==> config.mk <==
export PLATFORM = sky130hd
export DESIGN_NAME = tcs_clock_select
export DESIGN_NICKNAME = d
export VERILOG_FILES = /design/src/common/tcs_pkg.sv /design/src/verilog/tcs_edge_counter.sv /design/src/verilog/tcs_clock_select.sv
export SDC_FILE = /design/constraint.sdc
export NUM_CORES = 1
export LEC_CHECK = 0
export BUFFER_PORTS_ARGS = -buffer_cell sky130_fd_sc_hd__buf_2
export CAP_MARGIN = 20
export CORE_MARGIN = 1
export CORE_UTILIZATION = 58
export DETAILED_ROUTE_END_ITERATION = 8
export GPL_TIMING_DRIVEN = 1
export PLACE_DENSITY = 0.88
export SLEW_MARGIN = 20
export SYNTH_ARGS = -nofsm -noshare
export SYNTH_HDL_FRONTEND = slang
export SYNTH_HIERARCHICAL = 1
export SYNTH_SLANG_ARGS = --single-unit
==> constraint.sdc <==
create_clock -name clk -period 2.5 [get_ports clk]
set_clock_uncertainty 0.05 [all_clocks]
set_input_delay 0.125 -clock clk [delete_from_list [all_inputs] [get_ports clk]]
set_output_delay 0.125 -clock clk [all_outputs]
set_load 0.01 [all_outputs]
==> src/common/tcs_pkg.sv <==
`default_nettype none
package tcs_pkg;
   localparam logic [7:0] ADDR_CLK_CTRL   = 8'h8e;
   localparam logic [7:0] ADDR_CLK_CTRL2  = 8'he4;
   localparam logic [7:0] RESET_CLK_CTRL  = 8'h00;
   localparam logic [7:0] RESET_CLK_CTRL2 = 8'h00;
   localparam logic [7:0] CTRL2_RW_MASK   = 8'h0f;
   localparam int BIT_TIMER0_SEL = 2;
   localparam int BIT_TIMER1_SEL = 3;
   localparam int BIT_T2_LO = 4;
   localparam int BIT_T2_HI = 5;
   localparam int BIT_T3_LO = 6;
   localparam int BIT_T3_HI = 7;
   localparam int BIT_T4_LO = 0;
   localparam int BIT_T4_HI = 1;
   localparam int BIT_T5_LO = 2;
   localparam int BIT_T5_HI = 3;
   localparam logic [1:0] PRESCALE_DIV12 = 2'h0;
   localparam logic [1:0] PRESCALE_DIV4  = 2'h1;
   localparam logic [1:0] PRESCALE_DIV48 = 2'h2;
   localparam logic [1:0] PRESCALE_EXT8  = 2'h3;
   localparam logic [5:0] DIV12_LAST = 6'h0b;
   localparam logic [5:0] DIV4_LAST  = 6'h03;
   localparam logic [5:0] DIV48_LAST = 6'h2f;
   localparam logic [2:0] EXT8_LAST  = 3'h7;
   localparam int NUM_ALT = 4;

   // Per-timer clock enables; each field is a one-cycle pulse per tick.
   typedef struct packed {
      logic timer0;
      logic timer1;
      logic [3:0] altLow;  // Timers 2..5 low byte or whole timer.
      logic [3:0] altHigh; // Timers 2..5 high byte in split mode.
   } tcs_ticks_s;

   typedef struct packed {
      logic [7:0] en;
      logic [7:0] addr;
      logic [7:0] data;
   } tcs_wr_s;
endpackage
`default_nettype wire

==> src/verilog/tcs_edge_counter.sv <==
`timescale 1ns/10ps
`default_nettype none
module tcs_edge_counter (
   input  wire logic clk,      // System clock.
   input  wire logic resetn,   // Synchronous reset, active low.
   input  wire logic eventIn,  // Event pin, synchronous to clk.
   output logic      fallTick  // One-cycle pulse per falling edge.
);
   typedef struct packed {
      logic prev;
      logic tick;
   } tcs_edge_s;

   tcs_edge_s state_r;
   tcs_edge_s state_nxt;

   // Sampling every cycle resolves edges up to a quarter of clk when levels hold two cycles.
   always_comb begin
      state_nxt      = state_r;
      state_nxt.prev = eventIn;
      state_nxt.tick = state_r.prev & ~eventIn;
   end

   always_ff @(posedge clk) begin
      if (!resetn) begin
         state_r <= '{prev: 1'b1, tick: 1'b0};
      end else begin
         state_r <= state_nxt;
      end
   end

   assign fallTick = state_r.tick;
endmodule // tcs_edge_counter
`default_nettype wire

==> src/verilog/tcs_clock_select.sv <==
// Behaviour
// - The shared prescaled tick is clk/12, clk/4, clk/48 or synced external clock /8 by the two-bit prescale field.
// - Timer 0 uses the prescaled tick when its select bit 2 is 0 and clk when 1, ignored in counter mode.
// - Timer 1 uses the prescaled tick when its select bit 3 is 0 and clk when 1, ignored in counter mode.
// - In counter mode Timer 0 or 1 advances once per falling edge on its event pin.
// - Events up to a quarter of the clock rate are counted, periodic or not.
// - Timers 2 to 5 can run from clk, clk/12 or external clock /8.
// - Bit 4 picks clk for Timer 2 low byte else its alternate clock, bit 5 likewise for the split high byte.
// - Bit 6 picks clk for Timer 3 low byte else its alternate clock, bit 7 likewise for the split high byte.
// - Second register bit 0 picks clk for Timer 4 low byte, bit 1 for the split high byte.
// - Second register bit 2 picks clk for Timer 5 low byte, bit 3 for the split high byte.
// - The upper four bits of the second register read zero and ignore writes.
// - A set counter-mode bit counts event edges, a clear one uses the selected clock.
`timescale 1ns/10ps
`default_nettype none
module tcs_clock_select (
   input  wire logic                  clk,                   // System clock, 100 MHz.
   input  wire logic                  resetn,                // Synchronous reset, active low.
   input  wire logic                  regWrite,              // Register write strobe.
   input  wire logic [7:0]            regAddr,               // Register address.
   input  wire logic [7:0]            regWdata,              // Write data.
   output logic      [7:0]            regRdata,              // Read data for regAddr.
   input  wire logic                  extClock,              // External oscillator, synchronous.
   input  wire logic                  timer0CounterMode,     // Timer 0 counts pin edges.
   input  wire logic                  timer1CounterMode,     // Timer 1 counts pin edges.
   input  wire logic                  timer0EventInput,      // Timer 0 event pin.
   input  wire logic                  timer1EventInput,      // Timer 1 event pin.
   input  wire logic [3:0]            timerAltClockSelect,   // Timers 2..5: 1 = ext/8, 0 = clk/12.
   input  wire logic [3:0]            timerSplitMode,        // Timers 2..5 split 8-bit mode.
   output tcs_pkg::tcs_ticks_s        ticks                  // Per-timer count enables.
);
   typedef struct packed {
      logic [7:0] ctrl;
      logic [7:0] ctrl2;
      logic [5:0] preCnt;
      logic [5:0] div12Cnt;
      logic [2:0] extCnt;
      logic       extPrev;
      logic       extTick;
      logic       preTick;
      logic       div12Tick;
      logic [7:0] rdata;
      tcs_pkg::tcs_ticks_s ticks;
   } tcs_state_s;

   tcs_state_s state_r;
   tcs_state_s state_nxt;
   logic       timer0Fall;
   logic       timer1Fall;

   function automatic logic [5:0] prescaleLast(input logic [1:0] sel);
      case (sel)
         tcs_pkg::PRESCALE_DIV4:  prescaleLast = tcs_pkg::DIV4_LAST;
         tcs_pkg::PRESCALE_DIV48: prescaleLast = tcs_pkg::DIV48_LAST;
         default:                 prescaleLast = tcs_pkg::DIV12_LAST;
      endcase
   endfunction

   // Selects clk (every cycle) when the bit is set, else the timer's alternate tick.
   function automatic logic pickTick(input logic sysSel, input logic altTick);
      pickTick = sysSel | altTick;
   endfunction

   tcs_edge_counter uTimer0Edge (
      .clk      (clk),
      .resetn   (resetn),
      .eventIn  (timer0EventInput),
      .fallTick (timer0Fall)
   );

   tcs_edge_counter uTimer1Edge (
      .clk      (clk),
      .resetn   (resetn),
      .eventIn  (timer1EventInput),
      .fallTick (timer1Fall)
   );

   always_comb begin
      logic [1:0] prescaleSel;
      logic       altTick;
      logic       splitHi;
      logic       loSel;
      logic       hiSel;
      prescaleSel = state_r.ctrl[1:0];
      altTick   = 1'b0;
      splitHi   = 1'b0;
      loSel     = 1'b0;
      hiSel     = 1'b0;
      state_nxt = state_r;

      if (regWrite && regAddr == tcs_pkg::ADDR_CLK_CTRL) begin
         state_nxt.ctrl = regWdata;
      end
      if (regWrite && regAddr == tcs_pkg::ADDR_CLK_CTRL2) begin
         state_nxt.ctrl2 = regWdata & tcs_pkg::CTRL2_RW_MASK;
      end

      // External clock is taken as already synchronous; rising edges feed the /8.
      state_nxt.extPrev = extClock;
      state_nxt.extTick = 1'b0;
      if (extClock && !state_r.extPrev) begin
         state_nxt.extCnt = state_r.extCnt + 3'h1;
         state_nxt.extTick = (state_r.extCnt == tcs_pkg::EXT8_LAST);
      end

      // Fixed clk/12 for the alternate clocks of Timers 2..5.
      state_nxt.div12Tick = 1'b0;
      if (state_r.div12Cnt >= tcs_pkg::DIV12_LAST) begin
         state_nxt.div12Cnt  = 6'h00;
         state_nxt.div12Tick = 1'b1;
      end else begin
         state_nxt.div12Cnt = state_r.div12Cnt + 6'h01;
      end

      // A shrinking divide wraps at once via >=, so a ratio change never runs a long lap.
      state_nxt.preTick = 1'b0;
      if (prescaleSel == tcs_pkg::PRESCALE_EXT8) begin
         state_nxt.preCnt  = 6'h00;
         state_nxt.preTick = state_r.extTick;
      end else if (state_r.preCnt >= prescaleLast(prescaleSel)) begin
         state_nxt.preCnt  = 6'h00;
         state_nxt.preTick = 1'b1;
      end else begin
         state_nxt.preCnt = state_r.preCnt + 6'h01;
      end

      state_nxt.ticks.timer0 = timer0CounterMode ? timer0Fall
                             : pickTick(state_r.ctrl[tcs_pkg::BIT_TIMER0_SEL], state_r.preTick);
      state_nxt.ticks.timer1 = timer1CounterMode ? timer1Fall
                             : pickTick(state_r.ctrl[tcs_pkg::BIT_TIMER1_SEL], state_r.preTick);

      for (int i = 0; i < tcs_pkg::NUM_ALT; i++) begin
         altTick = timerAltClockSelect[i] ? state_r.extTick : state_r.div12Tick;
         case (i)
            0: begin
               loSel = state_r.ctrl[tcs_pkg::BIT_T2_LO];
               hiSel = state_r.ctrl[tcs_pkg::BIT_T2_HI];
            end
            1: begin
               loSel = state_r.ctrl[tcs_pkg::BIT_T3_LO];
               hiSel = state_r.ctrl[tcs_pkg::BIT_T3_HI];
            end
            2: begin
               loSel = state_r.ctrl2[tcs_pkg::BIT_T4_LO];
               hiSel = state_r.ctrl2[tcs_pkg::BIT_T4_HI];
            end
            default: begin
               loSel = state_r.ctrl2[tcs_pkg::BIT_T5_LO];
               hiSel = state_r.ctrl2[tcs_pkg::BIT_T5_HI];
            end
         endcase
         // Outside split mode the high select has no effect; the high byte follows the low one.
         splitHi = timerSplitMode[i] ? hiSel : loSel;
         state_nxt.ticks.altLow[i]  = pickTick(loSel, altTick);
         state_nxt.ticks.altHigh[i] = pickTick(splitHi, altTick);
      end

      case (regAddr)
         tcs_pkg::ADDR_CLK_CTRL:  state_nxt.rdata = state_nxt.ctrl;
         tcs_pkg::ADDR_CLK_CTRL2: state_nxt.rdata = state_nxt.ctrl2;
         default:                 state_nxt.rdata = 8'h00;
      endcase
   end

   always_ff @(posedge clk) begin
      if (!resetn) begin
         state_r       <= '0;
         state_r.ctrl  <= tcs_pkg::RESET_CLK_CTRL;
         state_r.ctrl2 <= tcs_pkg::RESET_CLK_CTRL2;
         state_r.extPrev <= 1'b1;
      end else begin
         state_r <= state_nxt;
      end
   end

   assign regRdata = state_r.rdata;
   assign ticks    = state_r.ticks;
endmodule // tcs_clock_select
`default_nettype wire

==> impl_metrics.ini, run 1 <==
[timing]
fmax_mhz = 569
maxSlewHeadroom = 0.526
drv_slew = 0
rsz0062_at_grt = no
setup_viol = 0
period_minus_slack_ps = 1760
setup-tns-final_ps = 0
hold_viol = 0
worst_pin_slew_ps = 711
period_share = 0.703

[worst_setup_path]
worstPathArrival_ps = 1980
cp-start-kind = register
worst-setup-path-type = register to register
critPathRequiredTime_ps = 2720
critPathMaxFanout = 6
end_kind = register

[yosys]
synth_edf_count = 0
synthArstFlopShare = 0
ys_ff_latch = 57
netlist_area_mm2 = 0.00239
syn_inst = 237
syn_avg_cell_area_um2 = 10.1
synth_cell_types = 36
yosysWarnings = 6
seq_area_frac_synth = 0.478
synthFlopType = dfxtp_1

[floorplanning]
die_area_mm2 = 0.00438
die_h_um = 66.2
start_util = 0.629
rows = 22
die_w_um = 66.2
fp.coreArea_mm2 = 0.00380
ios = 50

[routing]
drtIter0Drc = 84
viasPerCell = 5.35
ant_nets = 0
post-route-drc-count = 0
dr.pass1.iters = 4
num_vias = 1759
drt-total-wl_mm = 4.49
wl_per_cell_um = 13.6

[clocking]
post_cts_buffers = 0
cts_resized = 0
cts_made_buffers = 9
cts_tree = built
clock_sinks = 57
worstSkewPairLatency_ps = 340
clockBufferDepth = 2
clk_pin_slew_ps = 60
root_buffer = clkbuf_8
htree_levels = 3

[min_path]
hp-class = primary input to register

[cells_and_area]
area_delta_synth_final_pct = 15.6
layout.nets = 315
seq_area_mm2 = 0.00114
final_cells = 329
layout-drive-gt1-share = 0.292
antennaDiodeCount = 0
fillCellCount = 310
multi_input_area_mm2 = 0.00102

[global_routing]
use_met3 = 0.114
global_route.usage.total = 0.237
busiest_layer = met2
grtUsageMet1 = 0.251
grt_first_pass_wirelength_mm = 7.34
grt-ovfl-total = 0
grt_pass1_vias = 1640
antenna_found_initial = 0
grt_max_degree = 27
met2_usage = 0.395

[place]
io_buffers = 49
dp.cells = 307
routabilityCongestion = 0.854
dp_hpwl_mm = 3.00

[pwr]
vdd_ir_drop_max_mv = 0.643
p_total_mw = 1.95
p_leak_nw = 1.21
powerDensity_mw_per_mm2 = 708

[run]
maxCapViolCount = 0

[run_status]
status = finished, final reports clean
## metrics by stage
stage	util	hold WS, ps	setup slack, ps	area, um2
final	0.727	7.08	743	2760
after global routing	0.727	10.1	593	2760
after CTS	0.727	1.43	739	2760
after detailed placement	0.656	273	743	2490
after global placement	0.656	267	831	2490
after floorplan	-	148	915	2390
## power by group
| part | switching (mW) | total [mW] | internal (mW) |
|---|---|---|---|
| Combinational | 0.0572 | 0.114 | 0.0573 |
| Sequential | 0.00938 | 0.938 | 0.929 |
| Clock | 0.351 | 0.902 | 0.551 |
| Total | 0.418 | 1.95 | 1.54 |
## layout by cell type, fill, tap and decap left out
| cell | Yosys | layout |
|---|---|---|
| a22oi_2 | 2 | 2 |
| o311a_1 | 2 | 2 |
| clkbuf_8 | 0 | 9 |
| nor2b_1 | 4 | 4 |
| inv_1 | 2 | 2 |
| mux2_2 | 8 | 8 |
| and4bb_2 | 2 | 2 |
| buf_2 | 5 | 49 |
| and2_1 | 1 | 1 |
| dlygate4sd3_1 | 0 | 6 |
| and4bb_1 | 1 | 1 |
| a21boi_0 | 1 | 1 |
| a21oi_1 | 1 | 1 |
| a311oi_2 | 1 | 1 |
| clkinv_2 | 0 | 5 |
| xor2_1 | 4 | 4 |
| and3_1 | 6 | 6 |
| buf_4 | 19 | 2 |
| o211ai_1 | 4 | 4 |
| nand3_2 | 1 | 1 |
| bufinv_16 | 0 | 2 |
| nand2_1 | 10 | 10 |
| a22oi_1 | 6 | 6 |
| mux2i_1 | 2 | 2 |
| conb_1 | 1 | 2 |
| xnor2_1 | 3 | 3 |
| and3b_1 | 2 | 2 |
| nand3_1 | 21 | 21 |
| o21a_1 | 17 | 17 |
| o21ai_0 | 14 | 14 |
| ha_1 | 7 | 7 |
| nor2_1 | 19 | 19 |
| a21o_1 | 1 | 1 |
| nand2b_1 | 6 | 6 |
| dfxtp_1 | 57 | 57 |
| nand3_4 | 1 | 1 |
## worst paths after layout
| check | from | endpoint | slack [ps] | cells after the start |
|---|---|---|---|---|
| worst max register to register | state_r[46] | state_r[31] | 740 | 6 |
| worst min register to register | state_r[25] | state_r[25] | 400 | 1 |
| worst max-delay path | state_r[46] | state_r[31] | 740 | 6 |
| worst min-delay path | timer1CounterMode | ticks[8] | 7 | 2 |
## kinds of logic (layout without fill, tap and decap cells)
group | count (synthesis) | count (layout) | share of synthesized area
buffers and inverters | 32 | 75 | 0.0959
AOI/OAI and AO/OA | 49 | 49 | 0.148
other | 1 | 2 | 0.00157
muxes | 10 | 10 | 0.0461
DFF | 57 | 57 | 0.478
and+or+nand+nor | 74 | 74 | 0.169
adders and majority gates | 7 | 7 | 0.0367
xor gates and xnor gates | 7 | 7 | 0.0257
## flip-flops by register name, indices dropped and copies added, names as in the netlist
signal	flops
ticks	10
state_r	35
uTimer1Edge/fallTick	1
uTimer1Edge/state_r	1
regRdata	8
uTimer0Edge/state_r	1
uTimer0Edge/fallTick	1
## layout make-up
type	instances	area share
repair buffers	57	0.116
well taps	48	0.0218
multi-input cells	149	0.370
clock buffers	9	0.0449
clock inverters	7	0.0308
flip-flops and latches	57	0.413
inverters	2	0.00272
## repair_timing
item,4_1_cts,5_1_grt
endpoints found under the setup margin,0,0
endpoints found under the hold margin,6,0
hold buffers,6,0
## cells in the mapped netlist (3+ instances only)
master	count	area (um2)
o211ai_1	4	30.0
xnor2_1	3	26.3
o21ai_0	14	70.1
and3_1	6	37.5
buf_2	5	25.0
nor2_1	19	71.3
nand3_1	21	105
o21a_1	17	128
dfxtp_1	57	1140
a22oi_1	6	45.0
nand2b_1	6	37.5
ha_1	7	87.6
buf_4	19	143
nor2b_1	4	25.0
xor2_1	4	35.0
mux2_2	8	90.1
nand2_1	10	37.5
## routing by layer
metal / vias up / part of all wire / routed length (um)
met4: 0 / 0.025 / 112
met3: 11 / 0.067 / 302
met5: - / 0 / 0
met1: 811 / 0.42 / 1880
li1: 885 / - / -
met2: 52 / 0.49 / 2200
## worst max-delay path, cell delays in order, from the launching register on
cell,delay (ps)
dfxtp_1,410
nand2b_1,110
ha_1,280
a21o_1,190
a311oi_2,320
nand3_2,190
nor2_1,140
Power figures use the tool's default switching activity.
==> run 2, diff against run 1 <==
- CORE_UTILIZATION: 58 -> 48
- PLACE_DENSITY: 0.88 -> 0.78
- clock period: 2.5 -> 1.5 ns (I/O delays scaled with it)
==> impl_metrics.ini, run 2 (synthesized netlist as in run 1, its figures left out) <==
[timing]
layout_setup_ws_ps = -80.5
drv_slew = 0
period_minus_slack_ps = 1580
rsz0062_at_grt = yes
period_share = 1.05
hold_viol = 0
fmax_mhz = 633
setup_viol = 7

[floorplanning]
die_w_um = 72.5
fp.coreArea_mm2 = 0.00475
die_h_um = 72.5
ios = 50
die_area_mm2 = 0.00526
rows = 25
start_util = 0.502

[worst_setup_path]
timing.rr.start = state_r[45]
end_kind = register
worstPathArrival_ps = 1790
endpoint = state_r[31]
r2r_slack_ps = -80
r2r-end = state_r[31]
critPathRequiredTime_ps = 1710
cp-startpoint = state_r[45]
critPathMaxFanout = 6
worst-setup-path-type = register to register
r2r_cells = 6
cp-start-kind = register

[global_routing]
grt_max_degree = 21
global_route.usage.total = 0.192
antenna_found_initial = 0
grt-ovfl-total = 0
grt_first_pass_wirelength_mm = 7.47
grt_pass1_vias = 1726

[cells_and_area]
final_cells = 366
final_common_cell = dfxtp_1
antennaDiodeCount = 0
layout.nets = 334
area_delta_synth_final_pct = 24.3
layout-drive-gt1-share = 0.328
largest_reg_flops = 35
mostFrequentLayoutCells = 55 x dfxtp_1, 49 x buf_2, 21 x nand3_1
largest_register = state_r
fillCellCount = 405
final_util = 0.624
fin_area_mm2 = 0.00297

[pwr]
combPwrFrac = 0.068
p_leak_nw = 1.29
power_frac_seq = 0.492
vdd_ir_drop_max_mv = 0.618
powerDensity_mw_per_mm2 = 1070
p_sw_frac = 0.209
intPower_mw = 2.51
clkPwrFrac = 0.439
p_sw_mw = 0.664

[min_path]
hp-class = primary input to register
min-delay-start = regWrite

[routing]
viasPerCell = 4.83
drt-total-wl_mm = 4.55
post-route-drc-count = 0
ant_nets = 0
num_vias = 1768
dr.pass1.iters = 4
drtIter0Drc = 111
wl_per_cell_um = 12.4

[clocking]
clock_sinks = 57
worstSkewPairLatency_ps = 330
clk_pin_slew_ps = 60
htree_levels = 3
cts_tree = built
root_buffer = clkbuf_8
clockBufferDepth = 2
cts_made_buffers = 9

[place]
io_buffers = 49
pre_cts_slack_ps = -134
routabilityCongestion = 0.841
dp_hpwl_mm = 3.12
dp.cells = 337
placed_cell_area_mm2 = 0.00262

[run_status]
violations = negative setup slack
status = finished, violations left

[run]
maxCapViolCount = 0
[run 2: worst min-delay path by stage]
stage,endpoint,cells after the start
2_1_floorplan,uTimer0Edge/state_r[1],1
3_3_place_gp,uTimer0Edge/state_r[1],2
3_5_place_dp,uTimer1Edge/state_r[1],2
4_1_cts,regRdata[0],3
5_1_grt,regRdata[0],3
6_report,regRdata[0],3
[run 2: repair_timing]
action                                  4_1_cts  5_1_grt
hold buffers                                 13        0
pin swaps                                     6       10
setup buffers                                 1        0
gates resized for setup                       3        0
endpoints found under the setup margin        7        7
endpoints found under the hold margin        18        0
[run 2: power groups by stage]
stage	registers, mW	clock network, mW	logic [mW]
6_report	1.56	1.39	0.217
5_1_grt	1.56	1.50	0.240
4_1_cts	1.56	1.43	0.217
3_5_place_dp	1.59	0	0.188
3_3_place_gp	1.59	0	0.184
2_1_floorplan	1.59	0	0.124
[run 2: critical path, cell delays in order, from the launching register on]
cell,delay (ps)
dfxtp_2,320
nand2b_4,160
ha_4,230
o21a_1,120
a311oi_2,320
nand3_2,200
nor2_1,130
[run 2: area by class of cell]
cell class,instances,area [um2],share of cell area
multi-input cells,149,1060,0.357
clock inverters,3,40.0,0.0135
clock buffers,12,155,0.0523
repair buffers,76,480,0.162
flip-flops and latches,57,1140,0.385
inverters,2,7.51,0.00253
well taps,67,83.8,0.0282
[run 2: through the flow]
stage	setup TNS, ps	total power, mW	hold WS, ps
detailed placement	-802	1.78	229
finish	-460	3.17	29.6
global placement	-156	1.78	218
global route	-749	3.31	25.0
CTS	-754	3.21	13.5
floorplan	0	1.72	98.0
[run 2: routing by layer]
layer	GRT usage	vias up	wire length, um
li1	-	922	-
met4	0.0980	0	89
met1	0.222	792	2110
met2	0.317	48	2150
met3	0.0639	6	197
met5	0	-	0
